[src/tsp_defines.svh]
// Offsets, field positions, reset values and counts of the trip/sleep loader.
// Assumes inclusion by bare name from the package and the main module.
`ifndef TSP_DEFINES_SVH
`define TSP_DEFINES_SVH

// ----------------------------------------------------------------------
// Register map
// ----------------------------------------------------------------------
`define TSP_BANK1_FIRST     8'h20
`define TSP_BANK1_LAST      8'h7F
`define TSP_BANK1_DEPTH     96
`define TSP_BANK2_FIRST     8'h80
`define TSP_BANK2_LAST      8'h84
`define TSP_BANK2_DEPTH     5
`define TSP_INIT_FIRST      8'h20
`define TSP_INIT_LAST       8'h87
`define TSP_OFS_TRIP_CTRL   8'h76
`define TSP_OFS_IRQ_STATUS  8'hF0
`define TSP_OFS_IRQ_MASK    8'hF1
`define TSP_OFS_MODE_STATUS 8'hF2

// ----------------------------------------------------------------------
// Trip threshold byte offsets (low byte of each 16-bit value)
// ----------------------------------------------------------------------
`define TSP_OFS_POS_CUR_TRIP 8'h60
`define TSP_OFS_NEG_CUR_TRIP 8'h64
`define TSP_OFS_PACK_TRIP    8'h68
`define TSP_OFS_CELL_TRIP    8'h6C
`define TSP_OFS_SHELF_TRIP   8'h70

// ----------------------------------------------------------------------
// Trip control fields and reset value
// ----------------------------------------------------------------------
`define TSP_BIT_CUR_EXIT    7
`define TSP_BIT_CUR_ENTRY   6
`define TSP_BIT_PACK_EXIT   5
`define TSP_BIT_CELL1_ENTRY 4
`define TSP_BIT_CELL2_ENTRY 3
`define TSP_BIT_SHELF_ENTRY 2
`define TSP_BIT_OVERFLOW    0
`define TSP_TRIP_CTRL_RESET 8'h00
`define TSP_TRIP_CTRL_WMASK 8'hFC

// ----------------------------------------------------------------------
// Interrupt status fields and reset values
// ----------------------------------------------------------------------
`define TSP_IRQ_SLEEP_ENTER 0
`define TSP_IRQ_SLEEP_EXIT  1
`define TSP_IRQ_SHELF_ENTER 2
`define TSP_IRQ_OVERFLOW    3
`define TSP_IRQ_INIT_DONE   4
`define TSP_IRQ_WIDTH       5
`define TSP_IRQ_RESET       5'h00

// ----------------------------------------------------------------------
// Supply threshold for leaving power-on hold
// ----------------------------------------------------------------------
`define TSP_POWER_ON_THRESHOLD 16'h6000

`endif

[src/tsp_pkg.sv]
// Types and magnitude helper for the trip/sleep loader.
// Assumes tsp_defines.svh is on the include path.
`default_nettype none

package tsp_pkg;
  `include "tsp_defines.svh"

  typedef enum logic [1:0] {
    TSP_HOLD,
    TSP_LOAD,
    TSP_ACTIVE
  } tsp_seq_t;

  typedef enum logic [1:0] {
    TSP_MODE_RUN,
    TSP_MODE_SAMPLE_SLEEP,
    TSP_MODE_SHELF_SLEEP,
    TSP_MODE_OFF
  } tsp_mode_t;

  // Sign bit dropped, magnitude kept
  function automatic logic [14:0] tsp_mag(input logic [15:0] value);
    tsp_mag = value[14:0];
  endfunction
endpackage

`default_nettype wire

[src/tsp_trip_if.sv]
// Carrier between the main module and the trip comparator.
// Assumes one clock domain; the comparator is purely combinational.
`default_nettype none

interface tsp_trip_if;
  logic [15:0] pos_cur_trip;
  logic [15:0] neg_cur_trip;
  logic [15:0] pack_voltage_threshold;
  logic [15:0] cell_voltage_threshold;
  logic [15:0] shelf_threshold;
  logic [15:0] current_result;
  logic [15:0] pack_voltage_result;
  logic [15:0] first_cell_result;
  logic [15:0] second_cell_result;
  logic [7:0]  trip_control;
  logic        want_sleep_enter;
  logic        want_sleep_exit;
  logic        want_shelf_enter;

  modport source (
    output pos_cur_trip, neg_cur_trip, pack_voltage_threshold, cell_voltage_threshold,
    output shelf_threshold, current_result, pack_voltage_result, first_cell_result,
    output second_cell_result, trip_control,
    input  want_sleep_enter, want_sleep_exit, want_shelf_enter
  );

  modport judge (
    input  pos_cur_trip, neg_cur_trip, pack_voltage_threshold, cell_voltage_threshold,
    input  shelf_threshold, current_result, pack_voltage_result, first_cell_result,
    input  second_cell_result, trip_control,
    output want_sleep_enter, want_sleep_exit, want_shelf_enter
  );
endinterface

`default_nettype wire

[src/tsp_trip_cmp.sv]
// Trip comparator: decides sleep entry, exit and shelf entry.
// Assumes results and thresholds are stable while the main module samples.
`default_nettype none
`include "tsp_defines.svh"

module tsp_trip_cmp
  import tsp_pkg::*;
(
  tsp_trip_if.judge trip
);

  // ----------------------------------------------------------------------
  // Magnitude comparisons
  // ----------------------------------------------------------------------
  always_comb begin
    trip.want_sleep_enter = 1'b0;
    trip.want_sleep_exit  = 1'b0;
    trip.want_shelf_enter = 1'b0;
    if (trip.trip_control[`TSP_BIT_CUR_EXIT] &&
        (tsp_mag(trip.current_result) > tsp_mag(trip.pos_cur_trip))) begin
      trip.want_sleep_exit = 1'b1;
    end
    if (trip.trip_control[`TSP_BIT_PACK_EXIT] &&
        (tsp_mag(trip.pack_voltage_result) >
         tsp_mag(trip.pack_voltage_threshold))) begin
      trip.want_sleep_exit = 1'b1;
    end
    if (trip.trip_control[`TSP_BIT_CUR_ENTRY] &&
        (tsp_mag(trip.current_result) < tsp_mag(trip.neg_cur_trip))) begin
      trip.want_sleep_enter = 1'b1;
    end
    if (trip.trip_control[`TSP_BIT_CELL1_ENTRY] &&
        (tsp_mag(trip.first_cell_result) <
         tsp_mag(trip.cell_voltage_threshold))) begin
      trip.want_sleep_enter = 1'b1;
    end
    if (trip.trip_control[`TSP_BIT_CELL2_ENTRY] &&
        (tsp_mag(trip.second_cell_result) <
         tsp_mag(trip.cell_voltage_threshold))) begin
      trip.want_sleep_enter = 1'b1;
    end
    if (trip.trip_control[`TSP_BIT_SHELF_ENTRY] &&
        (tsp_mag(trip.pack_voltage_result) < tsp_mag(trip.shelf_threshold))) begin
      trip.want_shelf_enter = 1'b1;
    end
  end

endmodule

`default_nettype wire

[src/tsp_top.sv]
// Trip-driven sleep control and power-on register loader.
// Assumes an EEPROM read port that answers one cycle after the read strobe,
// digitised supply and conversion results synchronous to ref_clk_in.
//
// Functional notes
// - Current above positive trip leaves sleep; below negative trip enters it.
// - First cell below cell threshold enters sample-sleep when enabled.
// - Second cell below the same cell threshold enters sample-sleep when enabled.
// - Pack voltage below shelf threshold enters shelf-sleep when enabled.
// - Conversion overflow sets the overflow flag in trip control bit 0.
// - Comparisons use magnitudes only; sign bit ignored.
// - Held in reset while first cell supply is below the power-on threshold.
// - After initialization the block enters run mode with continuous conversion.
// - Power-on load reads EEPROM locations 0x020 through 0x087.
// - Bytes 0x020-0x07F land one-to-one in bank 1.
// - Bytes 0x080-0x084 land in bank 2 calibration registers.
`default_nettype none
`include "tsp_defines.svh"

module tsp_top
  import tsp_pkg::*;
(
  input  wire logic        ref_clk_in,
  input  wire logic        sys_rst_in,
  input  wire logic [7:0]  reg_addr_in,
  input  wire logic [7:0]  reg_wdata_in,
  input  wire logic        reg_wr_in,
  input  wire logic        reg_rd_in,
  output logic      [7:0]  reg_rdata_out,
  input  wire logic [15:0] first_cell_input_in,
  input  wire logic        result_valid_in,
  input  wire logic [15:0] current_result_in,
  input  wire logic [15:0] pack_voltage_result_in,
  input  wire logic [15:0] first_cell_result_in,
  input  wire logic [15:0] second_cell_result_in,
  input  wire logic        adc_overflow_in,
  output logic             eeprom_rd_out,
  output logic      [7:0]  eeprom_addr_out,
  input  wire logic [7:0]  eeprom_data_in,
  output logic             device_reset_out,
  output logic      [1:0]  power_mode_out,
  output logic             continuous_conv_out,
  output logic             irq_out
);

  // ----------------------------------------------------------------------
  // Storage and state
  // ----------------------------------------------------------------------
  logic [7:0]              bank1_mem [0:`TSP_BANK1_DEPTH-1];
  logic [7:0]              bank2_mem [0:`TSP_BANK2_DEPTH-1];
  logic [7:0]              trip_control;
  logic [`TSP_IRQ_WIDTH-1:0] irq_status;
  logic [`TSP_IRQ_WIDTH-1:0] irq_mask;
  logic [`TSP_IRQ_WIDTH-1:0] irq_events;
  tsp_seq_t                seq;
  tsp_mode_t               mode;
  logic [7:0]              load_ptr;
  logic                    load_issue_done;
  logic                    cap_pend;
  logic [7:0]              cap_addr;
  logic                    supply_ok;
  logic                    cap_last;
  logic                    sw_wr_bank;
  logic                    sleep_enter_evt;
  logic                    sleep_exit_evt;
  logic                    shelf_enter_evt;
  logic                    init_done_evt;
  logic [7:0]              next_rdata;

  tsp_trip_if trip ();

  // ----------------------------------------------------------------------
  // Address helpers
  // ----------------------------------------------------------------------
  function automatic logic in_bank1(input logic [7:0] a);
    in_bank1 = (a >= `TSP_BANK1_FIRST) && (a <= `TSP_BANK1_LAST);
  endfunction

  function automatic logic in_bank2(input logic [7:0] a);
    in_bank2 = (a >= `TSP_BANK2_FIRST) && (a <= `TSP_BANK2_LAST);
  endfunction

  function automatic logic [6:0] bank1_idx(input logic [7:0] a);
    bank1_idx = 7'(a - `TSP_BANK1_FIRST);
  endfunction

  function automatic logic [2:0] bank2_idx(input logic [7:0] a);
    bank2_idx = 3'(a - `TSP_BANK2_FIRST);
  endfunction

  // Thresholds stored little-endian, low byte at the printed offset
  function automatic logic [15:0] word_at(input logic [7:0] a);
    word_at = {bank1_mem[bank1_idx(8'(a + 8'h01))], bank1_mem[bank1_idx(a)]};
  endfunction

  // ----------------------------------------------------------------------
  // Comparator hookup
  // ----------------------------------------------------------------------
  assign trip.pos_cur_trip           = word_at(`TSP_OFS_POS_CUR_TRIP);
  assign trip.neg_cur_trip           = word_at(`TSP_OFS_NEG_CUR_TRIP);
  assign trip.pack_voltage_threshold = word_at(`TSP_OFS_PACK_TRIP);
  assign trip.cell_voltage_threshold = word_at(`TSP_OFS_CELL_TRIP);
  assign trip.shelf_threshold        = word_at(`TSP_OFS_SHELF_TRIP);
  assign trip.current_result         = current_result_in;
  assign trip.pack_voltage_result    = pack_voltage_result_in;
  assign trip.first_cell_result      = first_cell_result_in;
  assign trip.second_cell_result     = second_cell_result_in;
  assign trip.trip_control           = trip_control;

  tsp_trip_cmp u_cmp (
    .trip (trip)
  );

  // ----------------------------------------------------------------------
  // Supply and load decode
  // ----------------------------------------------------------------------
  assign supply_ok  = first_cell_input_in >= `TSP_POWER_ON_THRESHOLD;
  assign cap_last   = cap_pend && (cap_addr == `TSP_INIT_LAST);
  // Software writes to the banks are refused while the loader owns them
  assign sw_wr_bank = reg_wr_in && (seq == TSP_ACTIVE);

  // ----------------------------------------------------------------------
  // Power-on sequencer
  // ----------------------------------------------------------------------
  always_ff @(posedge ref_clk_in or posedge sys_rst_in) begin
    if (sys_rst_in) begin
      seq <= TSP_HOLD;
    end else if (!supply_ok) begin
      seq <= TSP_HOLD;
    end else begin
      case (seq)
        TSP_HOLD: begin
          seq <= TSP_LOAD;
        end
        TSP_LOAD: begin
          if (cap_last) begin
            seq <= TSP_ACTIVE;
          end
        end
        default: begin
          seq <= seq;
        end
      endcase
    end
  end

  // ----------------------------------------------------------------------
  // EEPROM read issue
  // ----------------------------------------------------------------------
  always_ff @(posedge ref_clk_in or posedge sys_rst_in) begin
    if (sys_rst_in) begin
      load_ptr        <= `TSP_INIT_FIRST;
      load_issue_done <= 1'b0;
      eeprom_rd_out   <= 1'b0;
      eeprom_addr_out <= 8'h00;
    end else if (seq != TSP_LOAD) begin
      load_ptr        <= `TSP_INIT_FIRST;
      load_issue_done <= 1'b0;
      eeprom_rd_out   <= 1'b0;
      eeprom_addr_out <= 8'h00;
    end else if (!load_issue_done && supply_ok) begin
      eeprom_rd_out   <= 1'b1;
      eeprom_addr_out <= load_ptr;
      load_ptr        <= 8'(load_ptr + 8'h01);
      load_issue_done <= load_ptr == `TSP_INIT_LAST;
    end else begin
      eeprom_rd_out <= 1'b0;
    end
  end

  // Data arrives one cycle after the strobe seen by the EEPROM
  always_ff @(posedge ref_clk_in or posedge sys_rst_in) begin
    if (sys_rst_in) begin
      cap_pend <= 1'b0;
      cap_addr <= 8'h00;
    end else begin
      cap_pend <= eeprom_rd_out && (seq == TSP_LOAD) && supply_ok;
      cap_addr <= eeprom_addr_out;
    end
  end

  // ----------------------------------------------------------------------
  // Register banks
  // ----------------------------------------------------------------------
  // No reset on the arrays: the loader fills them before use
  always_ff @(posedge ref_clk_in) begin
    if (cap_pend && (seq == TSP_LOAD)) begin
      if (in_bank1(cap_addr)) begin
        bank1_mem[bank1_idx(cap_addr)] <= eeprom_data_in;
      end else if (in_bank2(cap_addr)) begin
        bank2_mem[bank2_idx(cap_addr)] <= eeprom_data_in;
      end
    end else if (sw_wr_bank) begin
      if (in_bank1(reg_addr_in)) begin
        bank1_mem[bank1_idx(reg_addr_in)] <= reg_wdata_in;
      end else if (in_bank2(reg_addr_in)) begin
        bank2_mem[bank2_idx(reg_addr_in)] <= reg_wdata_in;
      end
    end
  end

  // ----------------------------------------------------------------------
  // Trip control register
  // ----------------------------------------------------------------------
  always_ff @(posedge ref_clk_in or posedge sys_rst_in) begin
    if (sys_rst_in) begin
      trip_control <= `TSP_TRIP_CTRL_RESET;
    end else if (seq == TSP_HOLD) begin
      trip_control <= `TSP_TRIP_CTRL_RESET;
    end else if (cap_pend && (seq == TSP_LOAD) && (cap_addr == `TSP_OFS_TRIP_CTRL)) begin
      // Reserved bit 1 forced low even if the image holds a one
      trip_control <= eeprom_data_in & (`TSP_TRIP_CTRL_WMASK | 8'h01);
    end else begin
      if (sw_wr_bank && (reg_addr_in == `TSP_OFS_TRIP_CTRL)) begin
        trip_control[7:2] <= reg_wdata_in[7:2];
        if (!reg_wdata_in[`TSP_BIT_OVERFLOW]) begin
          trip_control[`TSP_BIT_OVERFLOW] <= 1'b0;
        end
      end
      // Set beats the software clear in the same cycle
      if (adc_overflow_in && (seq == TSP_ACTIVE)) begin
        trip_control[`TSP_BIT_OVERFLOW] <= 1'b1;
      end
    end
  end

  // ----------------------------------------------------------------------
  // Power mode control
  // ----------------------------------------------------------------------
  assign sleep_enter_evt = (seq == TSP_ACTIVE) && result_valid_in &&
                           (mode == TSP_MODE_RUN) && trip.want_sleep_enter &&
                           !trip.want_shelf_enter;
  assign sleep_exit_evt  = (seq == TSP_ACTIVE) && result_valid_in &&
                           (mode == TSP_MODE_SAMPLE_SLEEP) && trip.want_sleep_exit &&
                           !trip.want_shelf_enter;
  assign shelf_enter_evt = (seq == TSP_ACTIVE) && result_valid_in &&
                           (mode != TSP_MODE_SHELF_SLEEP) && trip.want_shelf_enter;
  assign init_done_evt   = (seq == TSP_LOAD) && cap_last && supply_ok;

  // Shelf-sleep is left only through a fresh power-on sequence
  always_ff @(posedge ref_clk_in or posedge sys_rst_in) begin
    if (sys_rst_in) begin
      mode <= TSP_MODE_OFF;
    end else if (seq != TSP_ACTIVE) begin
      mode <= init_done_evt ? TSP_MODE_RUN : TSP_MODE_OFF;
    end else if (shelf_enter_evt) begin
      mode <= TSP_MODE_SHELF_SLEEP;
    end else if (sleep_enter_evt) begin
      mode <= TSP_MODE_SAMPLE_SLEEP;
    end else if (sleep_exit_evt) begin
      mode <= TSP_MODE_RUN;
    end
  end

  always_ff @(posedge ref_clk_in or posedge sys_rst_in) begin
    if (sys_rst_in) begin
      device_reset_out    <= 1'b1;
      power_mode_out      <= 2'h3;
      continuous_conv_out <= 1'b0;
    end else begin
      device_reset_out    <= !((seq == TSP_ACTIVE) || init_done_evt) || !supply_ok;
      if (!supply_ok) begin
        power_mode_out      <= 2'(TSP_MODE_OFF);
        continuous_conv_out <= 1'b0;
      end else if (seq != TSP_ACTIVE) begin
        power_mode_out      <= init_done_evt ? 2'(TSP_MODE_RUN) : 2'(TSP_MODE_OFF);
        continuous_conv_out <= init_done_evt;
      end else if (shelf_enter_evt) begin
        power_mode_out      <= 2'(TSP_MODE_SHELF_SLEEP);
        continuous_conv_out <= 1'b0;
      end else if (sleep_enter_evt) begin
        power_mode_out      <= 2'(TSP_MODE_SAMPLE_SLEEP);
        continuous_conv_out <= 1'b0;
      end else if (sleep_exit_evt) begin
        power_mode_out      <= 2'(TSP_MODE_RUN);
        continuous_conv_out <= 1'b1;
      end
    end
  end

  // ----------------------------------------------------------------------
  // Interrupts
  // ----------------------------------------------------------------------
  always_comb begin
    irq_events = '0;
    irq_events[`TSP_IRQ_SLEEP_ENTER] = sleep_enter_evt;
    irq_events[`TSP_IRQ_SLEEP_EXIT]  = sleep_exit_evt;
    irq_events[`TSP_IRQ_SHELF_ENTER] = shelf_enter_evt;
    irq_events[`TSP_IRQ_OVERFLOW]    = adc_overflow_in && (seq == TSP_ACTIVE);
    irq_events[`TSP_IRQ_INIT_DONE]   = init_done_evt;
  end

  // Write-one-to-clear; a new event in the clear cycle survives
  always_ff @(posedge ref_clk_in or posedge sys_rst_in) begin
    if (sys_rst_in) begin
      irq_status <= `TSP_IRQ_RESET;
    end else if (reg_wr_in && (reg_addr_in == `TSP_OFS_IRQ_STATUS)) begin
      irq_status <= (irq_status & ~reg_wdata_in[`TSP_IRQ_WIDTH-1:0]) | irq_events;
    end else begin
      irq_status <= irq_status | irq_events;
    end
  end

  always_ff @(posedge ref_clk_in or posedge sys_rst_in) begin
    if (sys_rst_in) begin
      irq_mask <= `TSP_IRQ_RESET;
    end else if (reg_wr_in && (reg_addr_in == `TSP_OFS_IRQ_MASK)) begin
      irq_mask <= reg_wdata_in[`TSP_IRQ_WIDTH-1:0];
    end
  end

  // One cycle behind the status bit, keeps the output a flop
  always_ff @(posedge ref_clk_in or posedge sys_rst_in) begin
    if (sys_rst_in) begin
      irq_out <= 1'b0;
    end else begin
      irq_out <= |(irq_status & irq_mask);
    end
  end

  // ----------------------------------------------------------------------
  // Read path
  // ----------------------------------------------------------------------
  always_comb begin
    next_rdata = 8'h00;
    if (reg_addr_in == `TSP_OFS_TRIP_CTRL) begin
      next_rdata = trip_control;
    end else if (reg_addr_in == `TSP_OFS_IRQ_STATUS) begin
      next_rdata = {3'h0, irq_status};
    end else if (reg_addr_in == `TSP_OFS_IRQ_MASK) begin
      next_rdata = {3'h0, irq_mask};
    end else if (reg_addr_in == `TSP_OFS_MODE_STATUS) begin
      next_rdata = {4'h0, 2'(seq), 2'(mode)};
    end else if (in_bank1(reg_addr_in)) begin
      next_rdata = bank1_mem[bank1_idx(reg_addr_in)];
    end else if (in_bank2(reg_addr_in)) begin
      next_rdata = bank2_mem[bank2_idx(reg_addr_in)];
    end
  end

  // Data valid only in the cycle after the read strobe
  always_ff @(posedge ref_clk_in or posedge sys_rst_in) begin
    if (sys_rst_in) begin
      reg_rdata_out <= 8'h00;
    end else if (reg_rd_in) begin
      reg_rdata_out <= next_rdata;
    end else begin
      reg_rdata_out <= 8'h00;
    end
  end

endmodule

`default_nettype wire

[config.mk]
export PLATFORM = sky130hd
export DESIGN_NAME = tsp_top
export DESIGN_NICKNAME = d
export VERILOG_FILES = /design/src/tsp_pkg.sv /design/src/tsp_trip_if.sv /design/src/tsp_trip_cmp.sv /design/src/tsp_top.sv
export VERILOG_INCLUDE_DIRS = /design/src
export SDC_FILE = /design/constraint.sdc
export NUM_CORES = 1
export LEC_CHECK = 0
export ABC_AREA = 1
export BUFFER_PORTS_ARGS = -buffer_cell sky130_fd_sc_hd__buf_2
export CAP_MARGIN = 20
export CORE_ASPECT_RATIO = 1.5
export CORE_MARGIN = 1.5
export CORE_UTILIZATION = 50
export DETAILED_ROUTE_END_ITERATION = 7
export PLACE_DENSITY_LB_ADDON = 0.12
export SYNTH_ARGS = -nofsm -noshare
export SYNTH_HDL_FRONTEND = slang
export SYNTH_SLANG_ARGS = --single-unit
[constraint.sdc]
create_clock -name ref_clk_in -period 5.7 [get_ports ref_clk_in]
set_clock_uncertainty 0.15 [all_clocks]
set_input_delay 0.285 -clock ref_clk_in [delete_from_list [all_inputs] [get_ports ref_clk_in]]
set_output_delay 0.285 -clock ref_clk_in [all_outputs]
set_load 0.1 [all_outputs]
After elaboration in Yosys (flattened, before gate mapping) --
Memory sizes are Yosys's and may differ from the RTL's. Cells that the tools add are included.
Storage, ports and cells: register bits 62, RAM bits 808, input bits 110, output and inout port bits 22, logic and storage cells 178, memories 2
Cells by class: add/sub/neg operators 5, order comparisons 15, equal/unequal tests 17, mux-type cells 66, bitwise operators 5, reductions and logical operators 50
Memories:
- bank1_mem | words 96, bits a word 8, rd ports 11, clocked after Yosys merged registers in 0, wr ports 1, line tsp_top.sv:49 | logic [7:0] bank1_mem [0:`TSP_BANK1_DEPTH-1];
- bank2_mem | words 5, bits a word 8, rd ports 1, clocked after Yosys merged registers in 0, wr ports 1, line tsp_top.sv:50 | logic [7:0] bank2_mem [0:`TSP_BANK2_DEPTH-1];
Operators with widths (count):
- 2-to-1 mux 8 bit | 14
- less-than comparator 15 bit | 4
- == test 8 bit, second input constant | 5
- 2-to-1 mux 1 bit | 38
- logical AND 1 bit | 32
- greater-than comparator 15 bit | 2
- == test 8 x 7 -> 1 bit, second input constant | 2
- greater-or-equal comparator 16 x 15 -> 1 bit, second input constant | 1
- greater-or-equal comparator 8 x 6 -> 1 bit, second input constant | 2
- greater-or-equal comparator 8 bit, second input constant | 2
- <= comparator 8 x 7 -> 1 bit, second input constant | 2
- <= comparator 8 bit, second input constant | 2
- 2-to-1 mux 2 bit | 8
- OR reduction 8 bit | 2
- subtractor 7 x 6 -> 7 bit, second input constant | 2
- 2-to-1 mux 6 bit | 2
- bitwise AND 5 bit | 2
- bitwise OR 5 bit | 2
- adder 8 x 1 -> 8 bit, second input constant | 1
- nonzero test 4 bit | 2
- 2-to-1 mux 7 bit | 1
- subtractor 3 x 1 -> 3 bit, second input constant | 2
- 2-to-1 mux 5 bit | 1
- inequality test 5 x 1 -> 1 bit, second input constant | 1
- other kinds (17) | 26

Depth between registers and ports, before layout --
depth in word-level cells 11, gate-level depth with buffers 19, depth with buffers taken out 17

Cells and area by module --
Synthesis repeated with hierarchy kept, for this count alone.
Unflattened totals: cell total of the unflattened synthesis 3406, area, all modules 37561.0 um2
By module, submodules not included:
- tsp_top | instances 1, cells each 2992, area an instance 35141.2 um2, sequential area each 25797.2 um2
- tsp_trip_cmp | instances 1, cells each 414, area an instance 2419.8 um2, sequential area each 0.0 um2

Worst setup path before layout --
Ideal clock, no wire load.
kind register to register, from register seq[1], to memory bank1_mem[0][5], data pin, library setup time 0.950 ns, arrival time 4.979 ns, data required time 4.600 ns, setup slack -0.378 ns, cell stages (with the launch flop) 11, path buffers 2, period minus slack after synthesis 6.078 ns, cells stage by stage dfrtp_1 > inv_2 > nor2_4 > inv_2 > nor2_4 > inv_2 > nor2_4 > inv_2 > buf_2 > clkbuf_1 > o21ai_0
On the way: longest elaborated chain between the ends 7, elaborated cells between the ends (all ways) 9, classes of those cells 2 x eq/ne; 4 x mux; 3 x reduce/logical
Ends and longest elaborated chain:
- from (decl) | line tsp_top.sv:55 | tsp_seq_t seq;
- from (signal assigned) | line tsp_top.sv:141 | seq <= seq;
- == test 2 bit | line tsp_top.sv:120 | assign sw_wr_bank = reg_wr_in && (seq == TSP_ACTIVE);
- logical AND 1 bit | line tsp_top.sv:120
- 2-to-1 mux 1 bit | line tsp_top.sv:193 | end else if (sw_wr_bank) begin
- 2-to-1 mux 1 bit * | line tsp_top.sv:187 | if (cap_pend && (seq == TSP_LOAD)) begin
- 2-to-1 mux 1 bit (not written as such) * | line tsp_top.sv:195 | bank1_mem[bank1_idx(reg_addr_in)] <= reg_wdata_in;
- OR reduction 8 bit (no source line) *
- 2-to-1 mux 8 bit (no source line) *
- to (decl) | line tsp_top.sv:49
Every way passes the cells marked *; elsewhere a longest branch is shown, timed or not.

Worst setup path after layout --
from register seq[1], to memory bank1_mem[41][2] (enable)
On the way: longest elaborated chain between the ends 7, elaborated cells between the ends (all ways) 12, classes of those cells 2 x eq/ne; 7 x mux; 3 x reduce/logical
Ends and longest elaborated chain (line):
- == test 2 bit | tsp_top.sv:120
- logical AND 1 bit | tsp_top.sv:120
- 2-to-1 mux 1 bit | tsp_top.sv:193
- 2-to-1 mux 1 bit | tsp_top.sv:187
- 2-to-1 mux 1 bit (not written as such) | tsp_top.sv:195
- OR reduction 8 bit (no source line)
- 2-to-1 mux 7 bit (no source line) / 2-to-1 mux 1 bit (equally long branches)
Several ways; a longest one is shown, not always the timed one.

==> run metrics <==
Max Cap Viol=0; DRC Markers=0; critical path cell sequence=inv_2 -> nor2_4 -> inv_2 -> nor2_4 -> inv_2 -> nor2_4 -> inv_2 -> nand2_1 -> o21ai_4 -> inv_2 -> nor3_2 -> nand2_2 -> nor2_1; Post-Place Cell Area=0.0383 mm^2; Via density=around 5.8; Post-synth EDFFs=slightly above 800; die area=0.0749 mm^2; core footprint=0.0725 mm^2; PostCTS Resize Cnt=0; sequential element share of the synthesized area=around 70%; layout cells sized above 1=between 10% and 20%; DRT Pass-1 Iters=5; Yosys warning count=0; Die Wd=approximately 220 um; Slew @ Worst Pin=between 1000 and 1500 ps; Syn Nets=between 3000 and 4000; Final Net Count=approximately 3400; Final Max Tran Viols=0; final wirelength=between 100 and 150 mm; first-pass GRT wire length=between 150 and 200 mm; count of final setup violators=0; failing checks=negative hold slack; # H-tree levels=3; Final Cycle Share=a little over two thirds; GR Util All Layers=roughly 28%; DRT antenna net count=0; routability congestion estimate=between 0.9 and 1; CTS Buffer Depth=3; Num CTS Buffers=between 80 and 90; Power Density=~320 mW/mm^2; Final Util=56.7%; Hold Violations, Final=1; Tmin final=roughly 4000 ps; via count=24133; Leakage=~15 nW; Layout area overhead=12.3%; Port Buf Inserts=about 110; Worst IR Drop VDD=between 200 and 250 uV; CP startpoint kind=flop; Root Driver=clkbuf_16; Mean Syn Cell Area=12.2 um^2; worst-case reg-to-reg path depth=13; fin worst setup slack=1720 ps; Clk pin slew, worst setup/hold paths=roughly 60 ps; Die Y=about 330 um; worst hold slack=-4.11 ps; Post-Place Worst Slack=about 1700 ps; cell row count=between 100 and 150; slowest stage cell, crit path=nor2_1; # Post-CTS Setup Buffers=0; Fmax=251 MHz; fin cells=4137; power consumption=13.2 mW; status=complete, but fails checks; Netlist cell types=between 50 and 60; final setup TNS=0 ps; Hold Path Depth=3; CP Capture Type=flop; CP most frequent cell=inv_2; Synth Flop Type=edfxtp_1; crit-path max cell delay=760 ps; largest net degree at the start of global routing=97; Post-Syn Area=approximately 0.037 mm^2; clock sinks=869; DRT iter0 DRCs=slightly above 2000; RSZ-0062 raised after global routing=no; critical path required time=between 5000 and 6000 ps; Async SR Flop Fraction=between 7 and 8%; Setup CP Type=reg2reg; worst hold path type=in2reg; Routed WL per cell=~25 um; Final Cell Area=roughly 0.041 mm^2; relative max-transition margin=between 20% and 30%; WP data arrival=about 4100 ps; synthesized flop and latch total=869; initial antenna violation count=2; Skew-Pair Late Insertion Delay=about 650 ps; post-synthesis cell count=around 3000; Detailed Place HPWL=about 66 mm; num ports=132; Initial Utilization=roughly half; CTS tree=built; gr ovfl total=0; critical path peak fanout=30; Placed Cells incl. Taps=~4000; vias in the first global route=between 20000 and 25000
[routing by layer]
layer	part of all wire [%]	track usage, %	vias up
met2	50	48.0	914
met1	38	33.1	11894
met4	6.1	16.2	0
met5	0	0	-
met3	5.7	2.87	256
li1	-	-	11069
[placed cells by master (no fill, tap or decap), types with 8 or more instances in the layout]
cell type | Yosys | final
a21o_1 | 8 | 8
a21oi_1 | 120 | 120
a22oi_1 | 210 | 210
buf_2 | 65 | 114
buf_4 | 4 | 35
clkbuf_1 | 40 | 16
clkbuf_16 | 0 | 85
clkinv_1 | 3 | 21
clkinv_2 | 0 | 10
dfrtp_1 | 55 | 55
dlygate4sd3_1 | 0 | 25
edfxtp_1 | 808 | 808
ha_1 | 89 | 89
inv_1 | 173 | 172
inv_2 | 17 | 17
nand2_1 | 823 | 823
nand2_2 | 11 | 11
nand3_1 | 69 | 69
nand4_1 | 79 | 79
nor2_1 | 196 | 193
nor2_4 | 4 | 9
nor3_1 | 17 | 17
nor3_2 | 10 | 10
o211ai_1 | 9 | 9
o21ai_0 | 82 | 74
o21ai_1 | 9 | 9
o21ai_4 | 2 | 10
o22ai_1 | 25 | 25
[worst paths after layout]
path | from | to | slack, ps
max in group asynchronous | sys_rst_in | eeprom_addr_out[0]$_DFFE_PP0P_ | 4620
worst min-delay path | first_cell_input_in[14] | seq[1]$_DFFE_PP0P_ | -4
worst max register to register | seq[1]$_DFFE_PP0P_ | bank1_mem[41][2]$_DFFE_PP_ | 1720
min in group asynchronous | sys_rst_in | reg_rdata_out[3]$_DFF_PP0_ | 270
worst max-delay path | seq[1]$_DFFE_PP0P_ | bank1_mem[41][2]$_DFFE_PP_ | 1720
worst min register to register | eeprom_addr_out[2]$_DFFE_PP0P_ | cap_addr[2]$_DFF_PP0_ | 260
[layout make-up]
cell class / count / area, um^2
sequential: 869 / 25800
timing repair buffer: 182 / 1250
clock buffer: 101 / 2190
antenna: 1 / 2.50
fill: 5962 / 31400
multi-input combinational: 1826 / 9660
inverter: 194 / 736
clock inverter: 42 / 340
tap: 922 / 1150
[cell families (layout without fill, tap and decap cells)]
family	Yosys count	after routing	synth area share, %
adders and majority gates	89	89	3.04
and+or+nand+nor	1242	1242	14.2
muxes	6	6	0.164
DFF	869	869	70.4
buffers and inverters	314	519	3.57
AOI/OAI and AO/OA	489	489	8.63
other	0	1	0
[worst max-delay path: cells and delay by family (launching register included)]
family          cells  cell delay, ps
compound gates      1             170
buf+inv             5            1030
flops               1             430
simple gates        7            1800
[state kept, by name (all words and copies together), names as in the netlist, 2 cells and up]
signal,count
bank1_mem,768
bank2_mem,40
cap_addr,8
eeprom_addr_out,8
irq_mask,5
irq_status,5
load_ptr,8
mode,2
power_mode_out,2
reg_rdata_out,8
seq,2
trip.trip_control,7
[cells in the mapped netlist (2+ instances only)]
cell type / count / area (um^2)
edfxtp_1: 808 / 24300
buf_6: 4 / 45.0
nor2_2: 7 / 43.8
or2_2: 4 / 25.0
a21oi_1: 120 / 601
inv_1: 173 / 649
and2_0: 2 / 12.5
o31ai_1: 3 / 22.5
nor3_2: 10 / 100
nor2_4: 4 / 45.0
or2_0: 2 / 12.5
ha_1: 89 / 1110
o211ai_1: 9 / 67.6
or2_1: 2 / 12.5
dfstp_2: 6 / 158
dfrtp_1: 55 / 1380
clkbuf_1: 40 / 150
o21ai_1: 9 / 45.0
nand4_1: 79 / 494
o221ai_1: 5 / 43.8
o21a_1: 3 / 22.5
o21ai_4: 2 / 32.5
nand2_2: 11 / 68.8
a22o_1: 5 / 43.8
nand2_1: 823 / 3090
clkinv_1: 3 / 11.3
buf_1: 7 / 26.3
o22ai_1: 25 / 156
o21ai_0: 82 / 410
nand3_2: 2 / 20.0
and2_1: 6 / 37.5
inv_2: 17 / 63.8
nor2_1: 196 / 736
buf_4: 4 / 30.0
o21ai_2: 4 / 35.0
buf_2: 65 / 325
nor4_1: 4 / 25.0
nand3_1: 69 / 345
nor3_1: 17 / 85.1
mux2i_1: 6 / 60.1
a22oi_1: 210 / 1580
a21o_1: 8 / 60.1
[report_power, final]
part	internal (mW)	total, mW	switching, mW
clock	2.95	5.26	2.32
combinational	0.239	0.933	0.694
sequential	7.00	7.02	0.0257
total	10.2	13.2	3.04
[what timing repair did]
action | CTS | global route
hold buffers | 25 | 0
endpoints found under the hold margin | 89 | 0
endpoints found under the setup margin | 0 | 0
No activity file was read; power rests on OpenSTA's default activity.
